## config.mk

```make
export PLATFORM = sky130hd
export DESIGN_NAME = rasq_dev_flat
export DESIGN_NICKNAME = d
export VERILOG_FILES = /design/src/rtl/rasq_pkg.sv /design/src/rtl/rasq_link_if.sv /design/src/rtl/rasq_dev.sv /design/src/flat_wrapper.sv
export SDC_FILE = /design/constraint.sdc
export NUM_CORES = 1
export LEC_CHECK = 0
export BUFFER_PORTS_ARGS = -buffer_cell sky130_fd_sc_hd__buf_4
export CORE_UTILIZATION = 49
export DETAILED_ROUTE_END_ITERATION = 6
export GPL_TIMING_DRIVEN = 0
export PLACE_DENSITY = 0.68
export SETUP_SLACK_MARGIN = 0.4
export SYNTH_ARGS = -nofsm -noshare
export SYNTH_HDL_FRONTEND = slang
export SYNTH_SLANG_ARGS = --single-unit
```

## constraint.sdc

```tcl
create_clock -name CLK -period 3 [get_ports CLK]
set_clock_uncertainty 0.2 [all_clocks]
set_input_delay 0.15 -clock CLK [delete_from_list [all_inputs] [get_ports CLK]]
set_output_delay 0.15 -clock CLK [all_outputs]
set_load 0.02 [all_outputs]
```

## src/rtl/rasq_pkg.sv

```systemverilog
// Purpose: shared constants and types of the rx acquisition task sequencer
// Assumes: timing counts are in recovered bit periods, one BIT_TICK pulse each
// Notes:   host register offsets are byte addresses of 32-bit words
package rasq_pkg;

  typedef enum logic [2:0] {
    TK_IDLE,
    TK_TX_HEADER,
    TK_TX_BLOCK,
    TK_TX_SINGLE,
    TK_LOAD_SYNC,
    TK_SEARCH_HEAD,
    TK_SEARCH_SHORT,
    TK_RX_BLOCK
  } rasq_task_type;

  typedef enum logic [2:0] {
    LV_OFF,
    LV_CLAMP,
    LV_LOSSY,
    LV_PEAK,
    LV_AVG,
    LV_HOLD
  } rasq_level_type;

  // residual level field encodings
  localparam logic [1:0] RES_LOSSY = 2'h0;
  localparam logic [1:0] RES_PEAK  = 2'h1;
  localparam logic [1:0] RES_AVG   = 2'h2;
  localparam logic [1:0] RES_HOLD  = 2'h3;

  // clock loop phase
  localparam logic [1:0] CP_OFF   = 2'h0;
  localparam logic [1:0] CP_WIDE  = 2'h1;
  localparam logic [1:0] CP_MED   = 2'h2;
  localparam logic [1:0] CP_RESID = 2'h3;

  // buffer and byte counts
  localparam int         BUF_DEPTH     = 18;
  localparam logic [4:0] BUF_DEPTH_C   = 5'h12;
  localparam logic [4:0] TX_HDR_BYTES  = 5'h06;
  localparam logic [4:0] TX_BLK_BYTES  = 5'h12;
  localparam logic [4:0] TX_ONE_BYTE   = 5'h01;
  localparam logic [4:0] SYNC_BYTES    = 5'h02;
  localparam logic [4:0] HDR_BYTES     = 5'h02;
  localparam logic [4:0] RX_BLK_BYTES  = 5'h12;
  localparam logic [2:0] BYTE_LAST_BIT = 3'h7;

  // acquisition timing in bit times
  localparam logic [5:0] CLAMP_BITS     = 6'h01;
  localparam logic [5:0] LOSSY_SETTLE   = 6'h10;
  localparam logic [5:0] LEV_SEARCH_WIN = 6'h1C;
  localparam logic [5:0] LEV_RESID_BITS = 6'h1E;
  localparam logic [5:0] CLK_SEARCH_WIN = 6'h0E;
  localparam logic [5:0] WIDE_BITS      = 6'h10;
  localparam logic [5:0] MEDIUM_BITS    = 6'h1E;

  // host side timing in bit times
  localparam logic [3:0] SEARCH_GAP_BITS  = 4'hC;
  localparam logic [1:0] CARRIER_GAP_BITS = 2'h2;

  // trailing byte and preamble lengths
  localparam logic [7:0] HANG_BYTE    = 8'h33;
  localparam logic [5:0] PREAMBLE_STD = 6'h18;
  localparam logic [5:0] PREAMBLE_LNG = 6'h30;

  // device status bits
  localparam int ST_IRQ   = 0;
  localparam int ST_MATCH = 1;
  localparam int ST_ERR   = 2;
  localparam int ST_BUSY  = 3;
  localparam int ST_EMPTY = 4;

  // host APB register offsets
  localparam logic [7:0] OFS_CTRL   = 8'h00;
  localparam logic [7:0] OFS_DATA   = 8'h04;
  localparam logic [7:0] OFS_STATUS = 8'h08;
  localparam logic [7:0] OFS_HSTAT  = 8'h0C;

  // control register fields
  localparam int CT_TASK_LSB = 0;
  localparam int CT_LEV      = 3;
  localparam int CT_CLK      = 4;
  localparam int CT_RES_LSB  = 5;
  localparam int CT_BW_LSB   = 7;
  localparam int CT_BLIND    = 9;
  localparam int CT_HANG     = 10;

endpackage

```

## src/rtl/rasq_link_if.sv

```systemverilog
// Purpose: parallel task and data port between host end and device end
// Assumes: one clock shared by both ends
// Notes:   host_interrupt_n is active low
`timescale 1ns/1ps
interface rasq_link_if;
  import rasq_pkg::*;
  rasq_task_type task_code;
  logic          task_wr;
  logic          level_acquire_cmd;
  logic          clock_acquire_cmd;
  logic [1:0]    residual_level_mode;
  logic [1:0]    loop_bandwidth_sel;
  logic [7:0]    wr_data;
  logic          wr_strobe;
  logic          rd_strobe;
  logic [7:0]    rd_data;
  logic          stat_rd;
  logic [7:0]    status;
  logic          host_interrupt_n;

  modport dev (
    input  task_code, task_wr, level_acquire_cmd, clock_acquire_cmd,
    input  residual_level_mode, loop_bandwidth_sel, wr_data, wr_strobe,
    input  rd_strobe, stat_rd,
    output rd_data, status, host_interrupt_n
  );

  modport host (
    output task_code, task_wr, level_acquire_cmd, clock_acquire_cmd,
    output residual_level_mode, loop_bandwidth_sel, wr_data, wr_strobe,
    output rd_strobe, stat_rd,
    input  rd_data, status, host_interrupt_n
  );
endinterface

```

## src/rtl/rasq_dev.sv

```systemverilog
// Purpose: device end: task sequencing, buffers and acquisition sequences
// Assumes: BIT_TICK is one clock wide, once per recovered bit period
// Notes:   every task returns to idle when its work is done
//
// Operation
// - host ends each message with hang byte
// - hang byte is 00110011 or 11001100
// - receiver may discard the trailing byte
// - load sync with acquire bits after carrier
// - interrupt when second sync byte taken
// - host waits 12 bits before search task
// - interrupt after sync found, header decoded
// - interrupt after block received, 18 bytes
// - idle automatically after last block decoded
// - level acquire starts with one-bit clamp
// - then lossy peak detect, settles 16 bits
// - search within 28 bits: lossy until sync
// - no search: residual level after 30 bits
// - residual level mode from config field
// - host uses hold only during fades
// - search within 14 bits: wide until sync
// - no search: wide for 16 bits
// - medium 30 bits, then residual bandwidth
// - blind acquisition needs longer preamble
`timescale 1ns/1ps
module rasq_dev (
  // clock and reset
  input  wire logic                     CLK,
  input  wire logic                     RST_N,
  // link to host
  rasq_link_if.dev                      link,
  // demodulator side
  input  wire logic                     BIT_TICK,
  input  wire logic                     SYNC_FOUND,
  input  wire logic                     HDR_MATCH,
  input  wire logic                     CRC_OK,
  input  wire logic [7:0]               RX_BYTE,
  input  wire logic                     RX_BYTE_VLD,
  output      logic [7:0]               TX_BYTE,
  output      logic                     TX_BYTE_VLD,
  output      logic [15:0]              SYNC_WORD,
  // acquisition controls
  output      rasq_pkg::rasq_level_type LEVEL_MODE,
  output      logic                     LEVEL_SETTLED,
  output      logic [1:0]               CLOCK_PHASE,
  output      logic [1:0]               LOOP_BW
);
  import rasq_pkg::*;

  typedef enum logic [1:0] {
    DS_IDLE,
    DS_TAKE,
    DS_HUNT,
    DS_COLLECT
  } rasq_dst_type;

  typedef enum logic [1:0] {
    LP_OFF,
    LP_CLAMP,
    LP_LOSSY,
    LP_RESID
  } rasq_lph_type;

  typedef struct packed {
    rasq_dst_type   st;
    rasq_task_type  task_id;
    logic [4:0]     need;
    logic [2:0]     bitc;
    logic [17:0][7:0] wbuf;
    logic [4:0]     wcnt;
    logic [4:0]     tptr;
    logic [17:0][7:0] rbuf;
    logic [4:0]     rcnt;
    logic [4:0]     rptr;
    logic [15:0]    sync;
    logic [7:0]     tx_byte;
    logic           tx_vld;
    logic           irq;
    logic           match;
    logic           err;
    rasq_lph_type   lph;
    logic [5:0]     lcnt;
    logic           lsrch;
    logic [1:0]     cph;
    logic [5:0]     ccnt;
    logic           csrch;
  } rasq_dev_state_type;

  rasq_dev_state_type s_r;
  rasq_dev_state_type s_nxt;
  logic               is_search;
  logic               sync_hit;

  assign is_search = link.task_wr &&
                     (link.task_code == TK_SEARCH_HEAD || link.task_code == TK_SEARCH_SHORT);
  assign sync_hit  = SYNC_FOUND && s_r.st == DS_HUNT;

  ////////////////////////////////////////////////////////////////////////////
  always_comb
  begin
    s_nxt        = s_r;
    s_nxt.tx_vld = 1'b0;
    if (link.stat_rd)
    begin
      s_nxt.irq = 1'b0;
    end
    if (link.wr_strobe && s_r.wcnt < BUF_DEPTH_C)
    begin
      s_nxt.wbuf[s_r.wcnt] = link.wr_data;
      s_nxt.wcnt           = s_r.wcnt + 5'h01;
    end
    if (link.rd_strobe && s_r.rptr < s_r.rcnt)
    begin
      s_nxt.rptr = s_r.rptr + 5'h01;
    end
    if (BIT_TICK)
    begin
      s_nxt.bitc = s_r.bitc + 3'h1;
    end

    // task sequencing
    case (s_r.st)
      DS_IDLE:
      begin
      end
      DS_TAKE:
      begin
        if (s_r.tptr < s_r.wcnt &&
            (s_r.task_id == TK_LOAD_SYNC || (BIT_TICK && s_r.bitc == BYTE_LAST_BIT)))
        begin
          if (s_r.task_id == TK_LOAD_SYNC)
          begin
            s_nxt.sync = {s_r.sync[7:0], s_r.wbuf[s_r.tptr]};
          end
          else
          begin
            s_nxt.tx_byte = s_r.wbuf[s_r.tptr];
            s_nxt.tx_vld  = 1'b1;
          end
          s_nxt.tptr = s_r.tptr + 5'h01;
          s_nxt.need = s_r.need - 5'h01;
          if (s_r.need == 5'h01)
          begin
            s_nxt.irq  = 1'b1;
            s_nxt.st   = DS_IDLE;
            s_nxt.wcnt = 5'h00;
            s_nxt.tptr = 5'h00;
          end
        end
      end
      DS_HUNT:
      begin
        if (SYNC_FOUND)
        begin
          s_nxt.st   = DS_COLLECT;
          s_nxt.need = HDR_BYTES;
        end
      end
      DS_COLLECT:
      begin
        if (RX_BYTE_VLD)
        begin
          s_nxt.rbuf[s_r.rcnt] = RX_BYTE;
          s_nxt.rcnt           = s_r.rcnt + 5'h01;
          s_nxt.need           = s_r.need - 5'h01;
          if (s_r.need == 5'h01)
          begin
            s_nxt.irq = 1'b1;
            s_nxt.err = !CRC_OK;
            if (s_r.task_id != TK_RX_BLOCK)
            begin
              s_nxt.match = HDR_MATCH;
            end
            s_nxt.st = DS_IDLE;
          end
        end
      end
      default:
      begin
        s_nxt.st = DS_IDLE;
      end
    endcase

    // a newly written task replaces whatever runs
    if (link.task_wr)
    begin
      s_nxt.task_id = link.task_code;
      s_nxt.bitc    = 3'h0;
      s_nxt.tptr    = 5'h00;
      case (link.task_code)
        TK_TX_HEADER:
        begin
          s_nxt.st   = DS_TAKE;
          s_nxt.need = TX_HDR_BYTES;
        end
        TK_TX_BLOCK:
        begin
          s_nxt.st   = DS_TAKE;
          s_nxt.need = TX_BLK_BYTES;
        end
        TK_TX_SINGLE:
        begin
          s_nxt.st   = DS_TAKE;
          s_nxt.need = TX_ONE_BYTE;
        end
        TK_LOAD_SYNC:
        begin
          s_nxt.st   = DS_TAKE;
          s_nxt.need = SYNC_BYTES;
        end
        TK_SEARCH_HEAD, TK_SEARCH_SHORT:
        begin
          s_nxt.st   = DS_HUNT;
          s_nxt.rcnt = 5'h00;
          s_nxt.rptr = 5'h00;
        end
        TK_RX_BLOCK:
        begin
          s_nxt.st   = DS_COLLECT;
          s_nxt.need = RX_BLK_BYTES;
          s_nxt.rcnt = 5'h00;
          s_nxt.rptr = 5'h00;
        end
        default:
        begin
          s_nxt.st = DS_IDLE;
        end
      endcase
    end

    // level acquisition sequence
    if (BIT_TICK && s_r.lph != LP_OFF && s_r.lcnt != 6'h3F)
    begin
      s_nxt.lcnt = s_r.lcnt + 6'h01;
    end
    case (s_r.lph)
      LP_CLAMP:
      begin
        if (BIT_TICK && s_r.lcnt + 6'h01 == CLAMP_BITS)
        begin
          s_nxt.lph = LP_LOSSY;
        end
      end
      LP_LOSSY:
      begin
        if (s_r.lsrch)
        begin
          if (sync_hit)
          begin
            s_nxt.lph = LP_RESID;
          end
        end
        else if (BIT_TICK && s_r.lcnt + 6'h01 == LEV_RESID_BITS)
        begin
          s_nxt.lph = LP_RESID;
        end
      end
      default:
      begin
      end
    endcase
    if (is_search && s_r.lph != LP_OFF && s_r.lcnt < LEV_SEARCH_WIN)
    begin
      s_nxt.lsrch = 1'b1;
    end

    // clock loop bandwidth sequence
    if (BIT_TICK && s_r.cph != CP_OFF && s_r.ccnt != 6'h3F)
    begin
      s_nxt.ccnt = s_r.ccnt + 6'h01;
    end
    case (s_r.cph)
      CP_WIDE:
      begin
        if (s_r.csrch ? sync_hit : (BIT_TICK && s_r.ccnt + 6'h01 == WIDE_BITS))
        begin
          s_nxt.cph  = CP_MED;
          s_nxt.ccnt = 6'h00;
        end
      end
      CP_MED:
      begin
        if (BIT_TICK && s_r.ccnt + 6'h01 == MEDIUM_BITS)
        begin
          s_nxt.cph = CP_RESID;
        end
      end
      default:
      begin
      end
    endcase
    if (is_search && s_r.cph == CP_WIDE && s_r.ccnt < CLK_SEARCH_WIN)
    begin
      s_nxt.csrch = 1'b1;
    end

    // acquire commands restart the sequences
    if (link.task_wr && link.level_acquire_cmd)
    begin
      s_nxt.lph   = LP_CLAMP;
      s_nxt.lcnt  = 6'h00;
      s_nxt.lsrch = is_search;
    end
    if (link.task_wr && link.clock_acquire_cmd)
    begin
      s_nxt.cph   = CP_WIDE;
      s_nxt.ccnt  = 6'h00;
      s_nxt.csrch = is_search;
    end
  end

  always_ff @(posedge CLK or negedge RST_N)
  begin
    if (!RST_N)
    begin
      s_r <= '0;
    end
    else
    begin
      s_r <= s_nxt;
    end
  end

  ////////////////////////////////////////////////////////////////////////////
  // outputs
  always_comb
  begin
    case (s_r.lph)
      LP_CLAMP:
      begin
        LEVEL_MODE = LV_CLAMP;
      end
      LP_LOSSY:
      begin
        LEVEL_MODE = LV_LOSSY;
      end
      LP_RESID:
      begin
        case (link.residual_level_mode)
          RES_PEAK: LEVEL_MODE = LV_PEAK;
          RES_AVG:  LEVEL_MODE = LV_AVG;
          RES_HOLD: LEVEL_MODE = LV_HOLD;
          default:  LEVEL_MODE = LV_LOSSY;
        endcase
      end
      default:
      begin
        LEVEL_MODE = LV_OFF;
      end
    endcase
  end

  // settle point of the lossy detector on a bit sync pattern
  assign LEVEL_SETTLED = s_r.lph != LP_OFF && s_r.lph != LP_CLAMP &&
                         s_r.lcnt >= CLAMP_BITS + LOSSY_SETTLE;
  assign CLOCK_PHASE   = s_r.cph;
  assign LOOP_BW       = (s_r.cph == CP_RESID) ? link.loop_bandwidth_sel : s_r.cph;
  assign TX_BYTE       = s_r.tx_byte;
  assign TX_BYTE_VLD   = s_r.tx_vld;
  assign SYNC_WORD     = s_r.sync;

  assign link.rd_data          = s_r.rbuf[s_r.rptr];
  assign link.host_interrupt_n = !s_r.irq;
  assign link.status = {3'h0, s_r.rptr >= s_r.rcnt, s_r.st != DS_IDLE,
                        s_r.err, s_r.match, s_r.irq};
endmodule

```

## src/flat_wrapper.sv

```systemverilog
// flat-port wrapper written by rule: the top's interface ports become plain ports
module rasq_dev_flat import rasq_pkg::*;
  (CLK, RST_N, BIT_TICK, SYNC_FOUND, HDR_MATCH, CRC_OK, RX_BYTE, RX_BYTE_VLD, TX_BYTE, TX_BYTE_VLD, SYNC_WORD, LEVEL_MODE, LEVEL_SETTLED, CLOCK_PHASE, LOOP_BW, link_task_code, link_task_wr, link_level_acquire_cmd, link_clock_acquire_cmd, link_residual_level_mode, link_loop_bandwidth_sel, link_wr_data, link_wr_strobe, link_rd_strobe, link_stat_rd, link_rd_data, link_status, link_host_interrupt_n);
  rasq_link_if link_i ();
  input  wire logic CLK;
  input  wire logic RST_N;
  input  wire logic BIT_TICK;
  input  wire logic SYNC_FOUND;
  input  wire logic HDR_MATCH;
  input  wire logic CRC_OK;
  input  wire logic [7:0] RX_BYTE;
  input  wire logic RX_BYTE_VLD;
  output      logic [7:0] TX_BYTE;
  output      logic TX_BYTE_VLD;
  output      logic [15:0] SYNC_WORD;
  output      rasq_pkg::rasq_level_type LEVEL_MODE;
  output      logic LEVEL_SETTLED;
  output      logic [1:0] CLOCK_PHASE;
  output      logic [1:0] LOOP_BW;
  input wire logic [$bits(link_i.task_code)-1:0] link_task_code;
  input wire logic [$bits(link_i.task_wr)-1:0] link_task_wr;
  input wire logic [$bits(link_i.level_acquire_cmd)-1:0] link_level_acquire_cmd;
  input wire logic [$bits(link_i.clock_acquire_cmd)-1:0] link_clock_acquire_cmd;
  input wire logic [$bits(link_i.residual_level_mode)-1:0] link_residual_level_mode;
  input wire logic [$bits(link_i.loop_bandwidth_sel)-1:0] link_loop_bandwidth_sel;
  input wire logic [$bits(link_i.wr_data)-1:0] link_wr_data;
  input wire logic [$bits(link_i.wr_strobe)-1:0] link_wr_strobe;
  input wire logic [$bits(link_i.rd_strobe)-1:0] link_rd_strobe;
  input wire logic [$bits(link_i.stat_rd)-1:0] link_stat_rd;
  output wire logic [$bits(link_i.rd_data)-1:0] link_rd_data;
  output wire logic [$bits(link_i.status)-1:0] link_status;
  output wire logic [$bits(link_i.host_interrupt_n)-1:0] link_host_interrupt_n;
  assign link_i.task_code = link_task_code;
  assign link_i.task_wr = link_task_wr;
  assign link_i.level_acquire_cmd = link_level_acquire_cmd;
  assign link_i.clock_acquire_cmd = link_clock_acquire_cmd;
  assign link_i.residual_level_mode = link_residual_level_mode;
  assign link_i.loop_bandwidth_sel = link_loop_bandwidth_sel;
  assign link_i.wr_data = link_wr_data;
  assign link_i.wr_strobe = link_wr_strobe;
  assign link_i.rd_strobe = link_rd_strobe;
  assign link_i.stat_rd = link_stat_rd;
  assign link_rd_data = link_i.rd_data;
  assign link_status = link_i.status;
  assign link_host_interrupt_n = link_i.host_interrupt_n;
  rasq_dev u_core (.CLK(CLK), .RST_N(RST_N), .link(link_i), .BIT_TICK(BIT_TICK), .SYNC_FOUND(SYNC_FOUND), .HDR_MATCH(HDR_MATCH), .CRC_OK(CRC_OK), .RX_BYTE(RX_BYTE), .RX_BYTE_VLD(RX_BYTE_VLD), .TX_BYTE(TX_BYTE), .TX_BYTE_VLD(TX_BYTE_VLD), .SYNC_WORD(SYNC_WORD), .LEVEL_MODE(LEVEL_MODE), .LEVEL_SETTLED(LEVEL_SETTLED), .CLOCK_PHASE(CLOCK_PHASE), .LOOP_BW(LOOP_BW));
endmodule
```

==> results_dict.tcl <==
set metrics [dict create \
    routed-via-count 11450 \
    fp.dieH_um 193.2 \
    htree_num_levels 2 \
    worstSetupEndpointType "output port" \
    antenna_found_initial 0 \
    arrival_ns 2.66 \
    cp-start-kind "register" \
    max_freq_mhz 331.8 \
    fill_cells 2772 \
    finalInstanceArea_um2 21400 \
    gp_congestion 0.8788 \
    p_comb_share_pct 31.8 \
    nets 1572 \
    rsz0062_at_grt "yes" \
    path_cells "buf_12 > buf_12 > mux4_2 > mux4_2 > inv_2 > o22ai_2 > buf_6" \
    power.leakage_nw 10.02 \
    cap_viol_max_count 0 \
    numCtsBuffers 41 \
    start_util_pct 50.13 \
    synthFlopType "dfrtp_1" \
    tightestPinTransition_ns 0.9492 \
    die_x_um 193.2 \
    clock-root-buffer "clkbuf_16" \
    final_common_cell "dfrtp_1" \
    irDropWorstVdd_uv 477.4 \
    post-place-ws_ns -0.1845 \
    place.port_buffers 79 \
    worstSetupPathType "register to output port" \
    pwr-share-clk_pct 28.0 \
    ys_warn_count 0 \
    critical_path.top_delay_family "multiplexers" \
    grt_pass1_wl_um 66720 \
    synthCells 1328 \
    core_um2 35740 \
    dpl_cell_area_um2 19200 \
    cp.buffers_inverters 4 \
    relSlewSlack_pct 36.49 \
    setup_viol 3 \
    r2r_slack_ns 0.27 \
    firstDrtPassIters 7 \
    synth-seq-cells 367 \
    grt_start_max_net_pins 122 \
    p_per_area_nw_per_um2 820.0 \
    switchingPower_mw 5.428 \
    globalRouteOverflowTotal 0 \
    yosysSeqAreaShare_pct 51.26 \
    hpwl_um 27760 \
    clock_latency_ns 0.55 \
    clock_sinks 367 \
    synth_edf_count 0 \
    crit_slowest_cell "mux4_2" \
    setup_slack_ns -0.01386 \
    status "finished with violations" \
    cts_tree "yes" \
    cts.path.max_buffers 3 \
    slew_violations 0 \
    area_growth_syn_to_layout_pct 19.44 \
    syn-cell-area_um2 17920 \
    die-area_um2 37330 \
    wire_per_inst_um 20.47 \
    p_int_mw 12.12 \
    num_io_pins 86 \
    period_share_pct 100.5 \
    grt_pass1_vias 12100 \
    violations "DRC, setup timing" \
    dr.first_iter.drc_count 552 \
    power_frac_seq_pct 40.2 \
    min_period_ns 3.014 \
    avgSynthCellArea_um2 13.49 \
    hold_violations 0 \
    cts.clk_slew.worst_paths_ns 0.06 \
    drive_gt1_share_pct 26.61 \
    holdWs_ns 0.04460 \
    layout_common_cells "363 x dfrtp_1, 253 x mux2_1, 114 x buf_4" \
    fin_tns_setup_ns -0.02923 \
    max_stage_delay_ns 0.54 \
    route.detailed.drc 2 \
    critPathRequiredTime_ns 2.65 \
    row_count 69 \
    viasPerCell 5.760 \
    min_path_type "input pin to asynchronous set/reset pin" \
    wl_um 40660 \
    diodes 0 \
    ys_types 70 \
    synth_async_sr_flop_share_pct 100.0 \
    swShare_pct 30.93 \
    antenna_left 0 \
    track_usage_pct 22.50 \
    critPathMaxFanout 7 \
]
## worst reg2reg max path: stages (launching register included)
cell,delay [ns]
dfrtp_1,0.41
buf_12,0.17
clkbuf_16,0.17
clkbuf_16,0.16
clkinv_8,0.05
ha_4,0.11
nor2b_1,0.04
o21a_1,0.16
o21a_1,0.16
o21a_1,0.21
buf_8,0.13
buf_6,0.12
or4_4,0.41
a21oi_2,0.15
## registers in the layout, indices dropped and copies added (netlist names)
register / cells
u_core.TX_BYTE: 8
u_core.CLOCK_PHASE: 2
u_core.link.status: 3
u_core.SYNC_WORD: 16
u_core.s_r: 337
u_core.TX_BYTE_VLD: 1
## synth_stat cells, types with 3 or more instances
library cell / count / share of area (%)
mux4_2: 70 / 8.8
mux2i_1: 20 / 1.1
ha_1: 39 / 2.7
a21oi_1: 31 / 0.87
mux2_2: 46 / 2.9
a22o_1: 3 / 0.15
mux2_1: 253 / 16
nand2_1: 72 / 1.5
buf_1: 9 / 0.19
nand3_1: 16 / 0.45
o21ai_1: 23 / 0.64
and3_1: 4 / 0.14
nand2b_1: 5 / 0.17
o21ai_0: 11 / 0.31
a31oi_1: 9 / 0.31
dfrtp_1: 367 / 51
a21o_1: 3 / 0.13
inv_2: 6 / 0.13
buf_4: 32 / 1.3
nand4_1: 13 / 0.45
or4_1: 3 / 0.13
inv_1: 40 / 0.84
nor3_1: 8 / 0.22
o22ai_1: 10 / 0.35
mux4_1: 10 / 1.5
and2_1: 4 / 0.14
xor2_1: 9 / 0.44
nor2b_1: 11 / 0.38
nor2_1: 66 / 1.4
o41ai_1: 3 / 0.15
a211oi_1: 3 / 0.13
xnor2_1: 10 / 0.49
clkbuf_1: 42 / 0.88
o211ai_1: 3 / 0.13
nor4_1: 4 / 0.14
o21a_1: 5 / 0.21
buf_2: 11 / 0.31
a21oi_2: 8 / 0.39
o31ai_1: 3 / 0.13
or3_1: 4 / 0.14
## logic make-up after synthesis
kind of cell,synth area share [%]
fa+ha+maj,2.723
simple gates,5.824
xor+xnor,0.9288
buf+inv,4.029
other cells,0.02093
mux,30.17
compound gates,5.042
flops,51.26
## power by group through the flow
stage	clock (mW)	combinational, mW	sequential, mW
2_1_floorplan	0	3.59	6.85
3_3_place_gp	0	4.86	7.03
6_report	4.92	5.58	7.05
4_1_cts	5.03	5.32	7.03
3_5_place_dp	0	5.03	7.11
5_1_grt	5.23	6.04	7.23
## timing repair
item / in CTS / in global routing
setup buffers: 2 / 6
hold buffers: 31 / 0
pin swaps: 2 / 12
endpoints found under the setup margin: 114 / 102
resized for setup: 65 / 62
hold endpoints to repair: 533 / 0
cloned: 1 / 2
## per-stage QoR
stage	power [mW]	util, %	cells
final	17.55	59.88	1987
after global routing	18.50	59.88	1987
after CTS	17.38	58.98	1979
after detailed placement	12.14	53.72	1873
after global placement	11.89	53.47	1870
after floorplan	10.43	-	1330
## worst paths after layout
kind / depth (start not counted) / startpoint / to
hold reg to reg: 1 / u_core.s_r[291] / u_core.s_r[291]
min in group CLK: 5 / link_wr_strobe / u_core.s_r[205]
hold / removal: 3 / RST_N / u_core.s_r[71]
setup / recovery: 7 / u_core.s_r[46] / link_rd_data[5]
max in group asynchronous: 3 / RST_N / u_core.s_r[262]
setup reg to reg: 13 / u_core.s_r[46] / u_core.s_r[49]
## metal layers
metal	track usage, %	wire, um	up-vias	share of wire, %
li1	-	-	5175	-
met1	30.98	18350	5990	45
met2	37.47	19880	217	49
met3	3.208	1460	64	3.6
met4	6.222	973	0	2.4
met5	0	0	-	0
## area by class of cell
cell class                      instances  area, um2  area share, %
Clock inverter                         17      148.9         0.6957
Clock buffer                           55       1171          5.472
Multi-Input combinational cell        819       8259          38.59
Sequential cell                       367       9189          42.94
Buffer                                 98      695.7          3.251
Inverter                               46      185.2         0.8653
Timing Repair Buffer                  124       1175          5.490
Tap cell                              461      576.8          2.695
(Power assumes the default switching activity.)
